## config.mk

```make
export PLATFORM = sky130hd
export DESIGN_NAME = isr_status_ack
export DESIGN_NICKNAME = d
export VERILOG_FILES = /design/src/rtl/isr_pkg.sv /design/src/rtl/isr_flag.sv /design/src/rtl/isr_status_ack.sv
export SDC_FILE = /design/constraint.sdc
export NUM_CORES = 1
export LEC_CHECK = 0
export ABC_AREA = 1
export BUFFER_PORTS_ARGS = -buffer_cell sky130_fd_sc_hd__buf_4
export CAP_MARGIN = 20
export CORE_MARGIN = 3
export CORE_UTILIZATION = 49
export DETAILED_ROUTE_END_ITERATION = 12
export PLACE_DENSITY_LB_ADDON = 0.05
export SLEW_MARGIN = 5
export SYNTH_ARGS = -nofsm -noshare
export SYNTH_HDL_FRONTEND = slang
export SYNTH_SLANG_ARGS = --single-unit
```

## constraint.sdc

```tcl
create_clock -name core_clk -period 2.55 [get_ports core_clk]
set_input_delay 0.255 -clock core_clk [delete_from_list [all_inputs] [get_ports core_clk]]
set_output_delay 0.255 -clock core_clk [all_outputs]
set_load 0.1 [all_outputs]
```

## src/rtl/isr_pkg.sv

```systemverilog
// Constants and carrier types for the interrupt status and read-acknowledge block
package isr_pkg;

	// ----------------------------------------
	// Register offsets in the I/O space
	// ----------------------------------------
	localparam logic [7:0]  OFS_STATUS_ACK   = 8'h4a;
	localparam logic [7:0]  OFS_ENABLE_MASK  = 8'h4c;
	localparam logic [7:0]  OFS_EVENT_FLAGS  = 8'h4e;

	// ----------------------------------------
	// Status bit positions
	// ----------------------------------------
	localparam int BIT_SUMMARY      = 0;
	localparam int BIT_HOST_FAULT   = 1;
	localparam int BIT_SEND_DONE    = 2;
	localparam int BIT_CTRL_FRAME   = 3;
	localparam int BIT_FRAME_ARRIV  = 4;
	localparam int BIT_EARLY_ARRIV  = 5;
	localparam int BIT_SW_IRQ       = 6;
	localparam int BIT_CNT_NEAR_OVF = 7;
	localparam int BIT_LINK_CHANGE  = 8;
	localparam int BIT_SEND_XFER    = 9;
	localparam int BIT_RECV_XFER    = 10;
	localparam int FLAG_LO          = 1;
	localparam int FLAG_HI          = 10;

	// ----------------------------------------
	// Masks and reset values
	// ----------------------------------------
	// Bits cleared by a read of the acknowledging view
	localparam logic [10:1] ACK_CLEAR_MASK  = 10'h3b4;
	// Bits cleared by writing a one to the event flags register
	localparam logic [10:1] W1C_MASK        = 10'h3b4;
	localparam logic [10:1] FLAGS_RESET     = 10'h000;
	localparam logic [10:1] ENABLE_RESET    = 10'h000;
	localparam logic [15:0] READ_IDLE       = 16'h0000;
	localparam logic [4:0]  RESERVED_ZERO   = 5'h00;

	// ----------------------------------------
	// Event inputs from the surrounding engines
	// ----------------------------------------
	typedef struct packed {
		logic hostAbort;          // Target or master abort seen
		logic wholeChipResetBit;  // Global reset control bit set
		logic dmaResetBit;        // DMA reset control bit set
		logic sendOkNotify;       // Frame with send_done_request_flag sent
		logic sendError;          // Any frame failed to send
		logic sendResultAdvance;  // Write to send_result_queue advanced it
		logic controlFrame;       // MAC control frame received
		logic framesHeld;         // Complete frames in receive_buffer
		logic bufferDrained;      // Receive bus master emptied the buffer
		logic headComplete;       // Head frame fully received
		logic softwareIrqTrigger; // Interrupt request control bit set
		logic countdownExpired;   // Host interval countdown expired
		logic countersNearOvf;    // A statistics counter reached half scale
		logic countersAllRead;    // Every statistics counter has been read
		logic sendXferDone;       // Send bus master finished a frame
		logic sendXferNotify;     // Its control word asked for notification
		logic recvXferDone;       // Receive bus master finished a frame
	} isr_events_t;

endpackage

```

## src/rtl/isr_flag.sv

```systemverilog
// One sticky status flag where a set outranks a clear
`timescale 1ns/100ps
module isr_flag (
	input  wire logic core_clk,
	input  wire logic rst_n,
	input  wire logic setIn,
	input  wire logic clrIn,
	output logic      flag
);
	logic next_flag;

	always_comb begin
		next_flag = flag;
		if (clrIn) begin
			next_flag = 1'b0;
		end
		if (setIn) begin
			next_flag = 1'b1;
		end
	end

	always_ff @(posedge core_clk) begin
		if (!rst_n) begin
			flag <= 1'b0;
		end else begin
			flag <= next_flag;
		end
	end
endmodule // isr_flag

```

## src/rtl/isr_status_ack.sv

```systemverilog
// Interrupt event flags, enable mask and read-acknowledge view
// How it works
// RULE1: Acknowledging view reads exactly like the ordinary event flags register.
// RULE2: Its read clears six events; other flags stay untouched.
// RULE3: Its read also clears the whole enable mask.
// RULE4: Bit 0 is the OR of enabled flags, same as the interrupt line.
// RULE5: Bus target or master abort sets the host bus fault flag.
// RULE6: Host fault ignores write-one; only reset or DMA reset bits clear it.
// RULE7: Send-done sets on notified success or on any send error.
// RULE8: Send-done clears only when the result queue is advanced.
// RULE9: Control frame received sets bit 3; write-one clears it.
// RULE10: Bit 4 is set while complete frames sit in the buffer.
// RULE11: Bit 4 is cleared by the receive bus master, no software write.
// RULE12: Software keeps bit 4 disabled and masks it when reading.
// RULE13: Bit 5 sets when head bytes exceed threshold; write-one clears it.
// RULE14: Head frame complete negates bit 5 and asserts bit 4.
// RULE15: Bit 6 sets on software trigger or countdown expiry; write-one clears.
// RULE16: Bit 7 sets when a statistics counter nears overflow.
// RULE17: Bit 7 clears once all statistics counters are read.
// RULE18: Bit 8 sets on any PHY link change; write-one clears it.
// RULE19: Bit 9 sets on notified send transfer done; write-one clears.
// RULE20: Software finds finished frames from the send list pointer.
// RULE21: Bit 10 sets on receive transfer done; write-one clears it.
// RULE22: Bits 15 to 11 read zero; software writes zero.
// RULE23: Enable bits 1 to 10 gate their flags; mask resets to zero.
// RULE24: Flags reset to zero; writing ones clears indication bits.
// RULE25: Read clearing acts on captured bits; same-cycle events survive.
`timescale 1ns/100ps
module isr_status_ack
	import isr_pkg::*;
#(
	parameter int THRESH_W = 11
) (
	input  wire logic                core_clk,
	input  wire logic                rst_n,
	input  wire logic [7:0]          regAddr,
	input  wire logic                regRd,
	input  wire logic                regWr,
	input  wire logic [15:0]         regWdata,
	output logic      [15:0]         regRdata,
	output logic                     regRdValid,
	input  wire isr_events_t         events,
	input  wire logic [THRESH_W-1:0] earlyArrivalThreshold,
	input  wire logic [THRESH_W-1:0] headByteCount,
	input  wire logic                phyLinkPin,
	output logic                     irqLine
);
	// ----------------------------------------
	// Access decode
	// ----------------------------------------
	logic        ackRead;
	logic        flagsWrite;
	logic        enableWrite;
	logic [10:1] flagVec;
	logic [10:1] setVec;
	logic [10:1] clrVec;
	logic [10:1] enable;
	logic [10:1] next_enable;
	logic        summary;
	logic [15:0] statusWord;
	logic [15:0] next_regRdata;
	logic        next_regRdValid;

	assign ackRead     = regRd && (regAddr == OFS_STATUS_ACK);
	assign flagsWrite  = regWr && (regAddr == OFS_EVENT_FLAGS);
	assign enableWrite = regWr && (regAddr == OFS_ENABLE_MASK);

	// ----------------------------------------
	// Link status pin synchroniser and change detect
	// ----------------------------------------
	logic linkMeta;
	logic linkSync;
	logic linkLast;
	logic linkChange;

	always_ff @(posedge core_clk) begin
		if (!rst_n) begin
			linkMeta <= 1'b0;
			linkSync <= 1'b0;
			linkLast <= 1'b0;
		end else begin
			linkMeta <= phyLinkPin;
			linkSync <= linkMeta;
			linkLast <= linkSync;
		end
	end

	assign linkChange = linkSync ^ linkLast; // RULE18

	// ----------------------------------------
	// Set and clear terms per flag
	// ----------------------------------------
	always_comb begin
		setVec = '0;
		clrVec = '0;
		setVec[BIT_HOST_FAULT]   = events.hostAbort; // RULE5
		clrVec[BIT_HOST_FAULT]   = events.wholeChipResetBit | events.dmaResetBit; // RULE6
		setVec[BIT_SEND_DONE]    = events.sendOkNotify | events.sendError; // RULE7
		clrVec[BIT_SEND_DONE]    = events.sendResultAdvance; // RULE8
		setVec[BIT_CTRL_FRAME]   = events.controlFrame; // RULE9
		setVec[BIT_FRAME_ARRIV]  = events.framesHeld | events.headComplete; // RULE10 RULE14
		clrVec[BIT_FRAME_ARRIV]  = events.bufferDrained; // RULE11
		setVec[BIT_EARLY_ARRIV]  = (headByteCount > earlyArrivalThreshold)
			&& !events.headComplete; // RULE13
		clrVec[BIT_EARLY_ARRIV]  = events.headComplete; // RULE14
		setVec[BIT_SW_IRQ]       = events.softwareIrqTrigger | events.countdownExpired; // RULE15
		setVec[BIT_CNT_NEAR_OVF] = events.countersNearOvf; // RULE16
		clrVec[BIT_CNT_NEAR_OVF] = events.countersAllRead; // RULE17
		setVec[BIT_LINK_CHANGE]  = linkChange; // RULE18
		setVec[BIT_SEND_XFER]    = events.sendXferDone & events.sendXferNotify; // RULE19
		setVec[BIT_RECV_XFER]    = events.recvXferDone; // RULE21
		// Write-one clears on the indication bits
		if (flagsWrite) begin
			clrVec = clrVec | (regWdata[10:1] & W1C_MASK); // RULE24 RULE9 RULE13
		end
		// Read side clearing only hits bits captured in the returned word
		if (ackRead) begin
			clrVec = clrVec | (flagVec & ACK_CLEAR_MASK); // RULE2 RULE25
		end
	end

	// ----------------------------------------
	// Flag storage
	// ----------------------------------------
	for (genvar i = FLAG_LO; i <= FLAG_HI; i++) begin : g_flag
		isr_flag u_flag (
			.core_clk (core_clk),
			.rst_n    (rst_n),
			.setIn    (setVec[i]),
			.clrIn    (clrVec[i]),
			.flag     (flagVec[i])
		); // RULE24 RULE25
	end

	// ----------------------------------------
	// Enable mask
	// ----------------------------------------
	always_comb begin
		next_enable = enable;
		if (enableWrite) begin
			next_enable = regWdata[10:1];
		end
		if (ackRead) begin
			next_enable = ENABLE_RESET; // RULE3
		end
	end

	always_ff @(posedge core_clk) begin
		if (!rst_n) begin
			enable <= ENABLE_RESET; // RULE23
		end else begin
			enable <= next_enable;
		end
	end

	// ----------------------------------------
	// Summary and interrupt line
	// ----------------------------------------
	assign summary    = |(flagVec & enable); // RULE4 RULE23
	assign irqLine    = summary;
	assign statusWord = {RESERVED_ZERO, flagVec, summary}; // RULE22

	// ----------------------------------------
	// Read data
	// ----------------------------------------
	always_comb begin
		next_regRdata   = READ_IDLE;
		next_regRdValid = regRd;
		if (regRd) begin
			case (regAddr)
				OFS_STATUS_ACK:  next_regRdata = statusWord; // RULE1
				OFS_EVENT_FLAGS: next_regRdata = statusWord;
				OFS_ENABLE_MASK: next_regRdata = {RESERVED_ZERO, enable, 1'b0};
				default:         next_regRdata = READ_IDLE;
			endcase
		end
	end

	always_ff @(posedge core_clk) begin
		if (!rst_n) begin
			regRdata   <= READ_IDLE;
			regRdValid <= 1'b0;
		end else begin
			regRdata   <= next_regRdata;
			regRdValid <= next_regRdValid;
		end
	end
endmodule // isr_status_ack

```

**After elaboration in Yosys (flattened, before gate mapping)**

Index checks and enable logic that the tools add are counted.

- Register bits after elaboration: 40

- Magnitude comparators: 1
- Eq/ne operators: 3
- Muxes and demuxes: 23
- Bitwise gates (word level): 10
- Reduce and logical (&&, ||, !) cells: 19

Operator list:

| cell | count |
|---|---|
| 8-bit by 7-bit equality test with 1-bit output, second input constant | 3 |
| 11-bit case mux with 2 select lines | 1 |
| 1-bit two-way mux | 20 |
| 10-bit two-way mux | 2 |
| 2-bit nonzero test | 10 |
| 11-bit greater-than comparator | 1 |
| 10-bit AND | 1 |
| 10-bit OR | 1 |
| 7-bit by 10-bit OR with 10-bit output | 1 |
| 10-bit OR reduction | 1 |
| 1-bit logical AND | 4 |
| 1-bit OR | 4 |
| 2-bit OR reduction | 2 |
| 2-bit AND reduction | 1 |
| 1-bit AND | 1 |
| 1-bit logical NOT | 1 |
| 1-bit inverter | 1 |
| 1-bit bitwise XOR | 1 |

**Logic depth before layout (Yosys ltp)**

- Depth after elaboration: 7
- Gate-level depth with buffers: 10
- Mapped depth without buffers: 10

**Modules after synthesis**

Synthesis repeated with hierarchy kept, for this count alone.

- Cell total of the unflattened synthesis: 312
- Area total of the unflattened synthesis: 2043.2 um^2

Modules (own cells, without submodules):

| module | instances | cells an instance | area an instance (um^2) | seq. area each (um^2) |
|---|---|---|---|---|
| isr_status_ack | 1 | 252 | 1605.3 | 500.5 |
| isr_flag | 10 | 6 | 43.8 | 20.0 |

**Least setup slack after synthesis**

No wires, ideal clock.

- Path kind: reg-to-output
- Start point: reg enable[7] (netlist bit)
- End point: out irqLine
- Data arrival time: 1.225 ns
- Slack: 1.070 ns
- Cell stages (with the launch flop): 6
- Path buffers: 0
- Cells stage by stage: dfxtp_1 -> inv_1 -> o211a_1 -> nand2_1 -> nor2_1 -> inv_1

- Cells in the longest elaborated chain, start to end: 2

RTL lines:

| what | line | source |
|---|---|---|
| start: declaration | isr_status_ack.sv:57 | `logic [10:1] enable;` |
| start signal: assignment | isr_status_ack.sv:152 | `enable <= next_enable;` |
| 10-bit AND | isr_status_ack.sv:159 | `assign summary = \|(flagVec & enable);` |
| 10-bit OR reduction | isr_status_ack.sv:159 |  |
| end: declaration | isr_status_ack.sv:46 | `output logic irqLine` |

Every way passes these cells.

**Final worst setup path**

- Start point: reg enable[6] (netlist bit)
- End point: out irqLine

Same word-level chain as after synthesis.

==> flow_summary.json <==
{
  "outcome": "finished clean",
  "seqCellArea_um2": 701,
  "die_x_um": 65.8,
  "routedWlPerCell_um": 10.4,
  "synth_compound_area_frac": 0.118,
  "synth_edf_count": 0,
  "drc": 0,
  "tritoncts": "yes",
  "cp_max_fo": 3,
  "dr.first_iter.drc_count": 91,
  "drive_gt1_frac": 0.278,
  "synth.area.top_cells": "dfxtp_1 40%, inv_1 12%, nand2_1 9.8%, ha_1 7.8%, nor2_1 4.9%",
  "finish.instance_area_um2": 2370,
  "syn_to_final_growth_pct": 35.1,
  "place_area_um2": 2310,
  "post-route-min-period_ns": 1.69,
  "synthArstFlopShare": 0,
  "initial_core_util": 0.518,
  "yosys.area_share.simple": 0.238,
  "avgSynthCellArea_um2": 7.28,
  "grt_overflow_total": 0,
  "die_y_um": 65.8,
  "synthCells": 241,
  "ctsHoldBuffers": 0,
  "numCtsBuffers": 5,
  "yosys.area.top_type": "dfxtp_1",
  "end_kind": "output pin",
  "clk_latency_ns": 0.33,
  "finalHoldViolCount": 0,
  "r2r_slack_ns": 1.56,
  "synth_mux_area_frac": 0,
  "core_um2": 3390,
  "rr_endpoint": "regRdata[0]$_SDFF_PN0_",
  "drv_slew": 0,
  "finClkSkew_ns": 0.00964,
  "setup_violations": 0,
  "io_pins": 86,
  "dp_hpwl_mm": 3.03,
  "vias_per_cell": 4.67,
  "fin_nets": 395,
  "fmax_ghz": 0.590,
  "ys_ff_latch": 35,
  "grt_pass1_wl_mm": 6.04,
  "yosysTopAreaCellShare": 0.399,
  "gp_congestion": 0.797,
  "reg2reg_depth": 6,
  "maxCapViolCount": 0,
  "die-area_um2": 4330,
  "synthAdderAreaFrac": 0.0785,
  "yosys_most_used_dff": "dfxtp_1",
  "fin_hold_ws_ns": 0.103,
  "finalCritPeriodShare": 0.664,
  "syn_area_um2": 1750,
  "critPathKind": "register to output pin",
  "utilization": 0.699,
  "ant_nets": 0,
  "rsz0062_at_grt": "false",
  "post_cts_buffers": 0,
  "ys_types": 26,
  "post_cts_resized": 0,
  "antenna_found_initial": 0,
  "synth.most_common_cell": "inv_1",
  "fillCellCount": 310,
  "max-slew-margin-rel": 0.584,
  "min-delay-start": "phyLinkPin",
  "power.density_nw_per_um2": 451,
  "grtUsageTotal": 0.180,
  "cts.path.max_buffers": 2,
  "htree_levels": 2,
  "port_buffers": 74,
  "worstReg2RegStart": "enable[6]$_SDFFE_PP0P_",
  "ir_drop_v": 0.000198,
  "root_buffer": "clkbuf_4",
  "crit_required_ns": 2.30,
  "first_pass_iters": 4,
  "yosysSeqAreaShare": 0.399,
  "diodes": 0,
  "num_vias": 1691,
  "yosys_warnings": 0,
  "worst_pin_slew_ns": 0.622,
  "clk_pin_slew_ns": 0.10,
  "crit_path_start_kind": "register",
  "cts_sinks": 35,
  "synth_top_family_by_area": "simple AND/OR/NAND/NOR gates",
  "rows": 21,
  "holdPathStages": 3,
  "fin_tns_setup_ns": 0,
  "grt_max_degree": 21,
  "min_path_type": "primary input to register",
  "fin_total_pwr_uw": 1070,
  "synth-xor-area-share": 0.00499,
  "grt_pass1_vias": 1526,
  "multi_input_area_um2": 790,
  "synthTopCellsByCount": "54 x inv_1, 46 x nand2_1, 35 x dfxtp_1",
  "arrival_ns": 1.44,
  "wirelength_mm": 3.77,
  "leakage_uw": 0.00133,
  "hold-path-endpoint": "linkMeta$_SDFF_PN0_"
}
registers in the layout (all words and copies together) (netlist names):
signal,flops
regRdata,11
enable,10
g_flag.u_flag.flag,10
linkLast,1
linkMeta,1
linkSync,1
regRdValid,1
placed cells by master (no fill, tap or decap), types with 2 or more instances in the layout:
cell      Yosys  routed
dfxtp_1      35      35
inv_2         2       2
nand4_1       8       8
nand3_1       6       6
inv_1        54      54
o31a_1        2       2
nand2_1      46      46
o22ai_1      12      12
buf_4         5      74
ha_1         11      11
nand2_2       2       2
o21ai_1      10      10
a21oi_1       9       9
nor2_1       23      23
conb_1        1       5
nor3_1        2       2
clkbuf_4      0       5
per-stage QoR:
stage	worst slack (ns)	cells
after floorplan	1.07	245
after global placement	0.915	355
after detailed placement	0.908	355
after CTS	0.842	362
after global routing	0.700	362
final	0.856	362
routing by layer:
layer  GRT usage  part of all wire  vias to the layer above
li1            -                 -                      891
met1       0.209              0.40                      733
met2       0.312              0.50                       61
met3      0.0476             0.080                        6
met4      0.0725             0.010                        0
met5           0                 0                        -
layout make-up:
| cell class | instances | share of cell area |
|---|---|---|
| Clock buffer | 6 | 0.0216 |
| Tap cell | 46 | 0.0243 |
| Sequential cell | 35 | 0.296 |
| Inverter | 56 | 0.0887 |
| Multi-Input combinational cell | 144 | 0.333 |
| Timing Repair Buffer | 74 | 0.234 |
| Clock inverter | 1 | 0.00211 |
logic make-up (layout without fill, tap and decap cells):
family	after synthesis	in the layout
and+or+nand+nor	92	92
buffers and inverters	66	137
AOI/OAI and AO/OA	35	35
DFF	35	35
adders and majority gates	11	11
other	1	5
xor gates and xnor gates	1	1
critical path, cell delays in order (launching register included):
cell	delay [ns]
dfxtp_1	0.31
inv_1	0.08
o22ai_1	0.09
a21oi_1	0.15
nand2_1	0.07
nor2_1	0.12
inv_1	0.06
buf_4	0.23
worst max-delay path by stage:
stage | from | endpoint | slack [ns] | cells past startpoint
floorplan | enable[7]$_SDFFE_PP0P_ | irqLine | 1.07 | 5
global placement | regAddr[5] | enable[2]$_SDFFE_PP0P_ | 0.91 | 8
detailed placement | regAddr[7] | enable[2]$_SDFFE_PP0P_ | 0.91 | 8
CTS | enable[6]$_SDFFE_PP0P_ | irqLine | 0.84 | 7
global route | enable[6]$_SDFFE_PP0P_ | irqLine | 0.70 | 7
finish | enable[6]$_SDFFE_PP0P_ | irqLine | 0.86 | 7
power by group:
group          switching (uW)  internal [uW]  total (uW)
Sequential               7.50            561         568
Clock                     168            128         296
Combinational             111           93.6         204
Total                     287            782        1070
No activity file was read; power rests on OpenSTA's default activity.
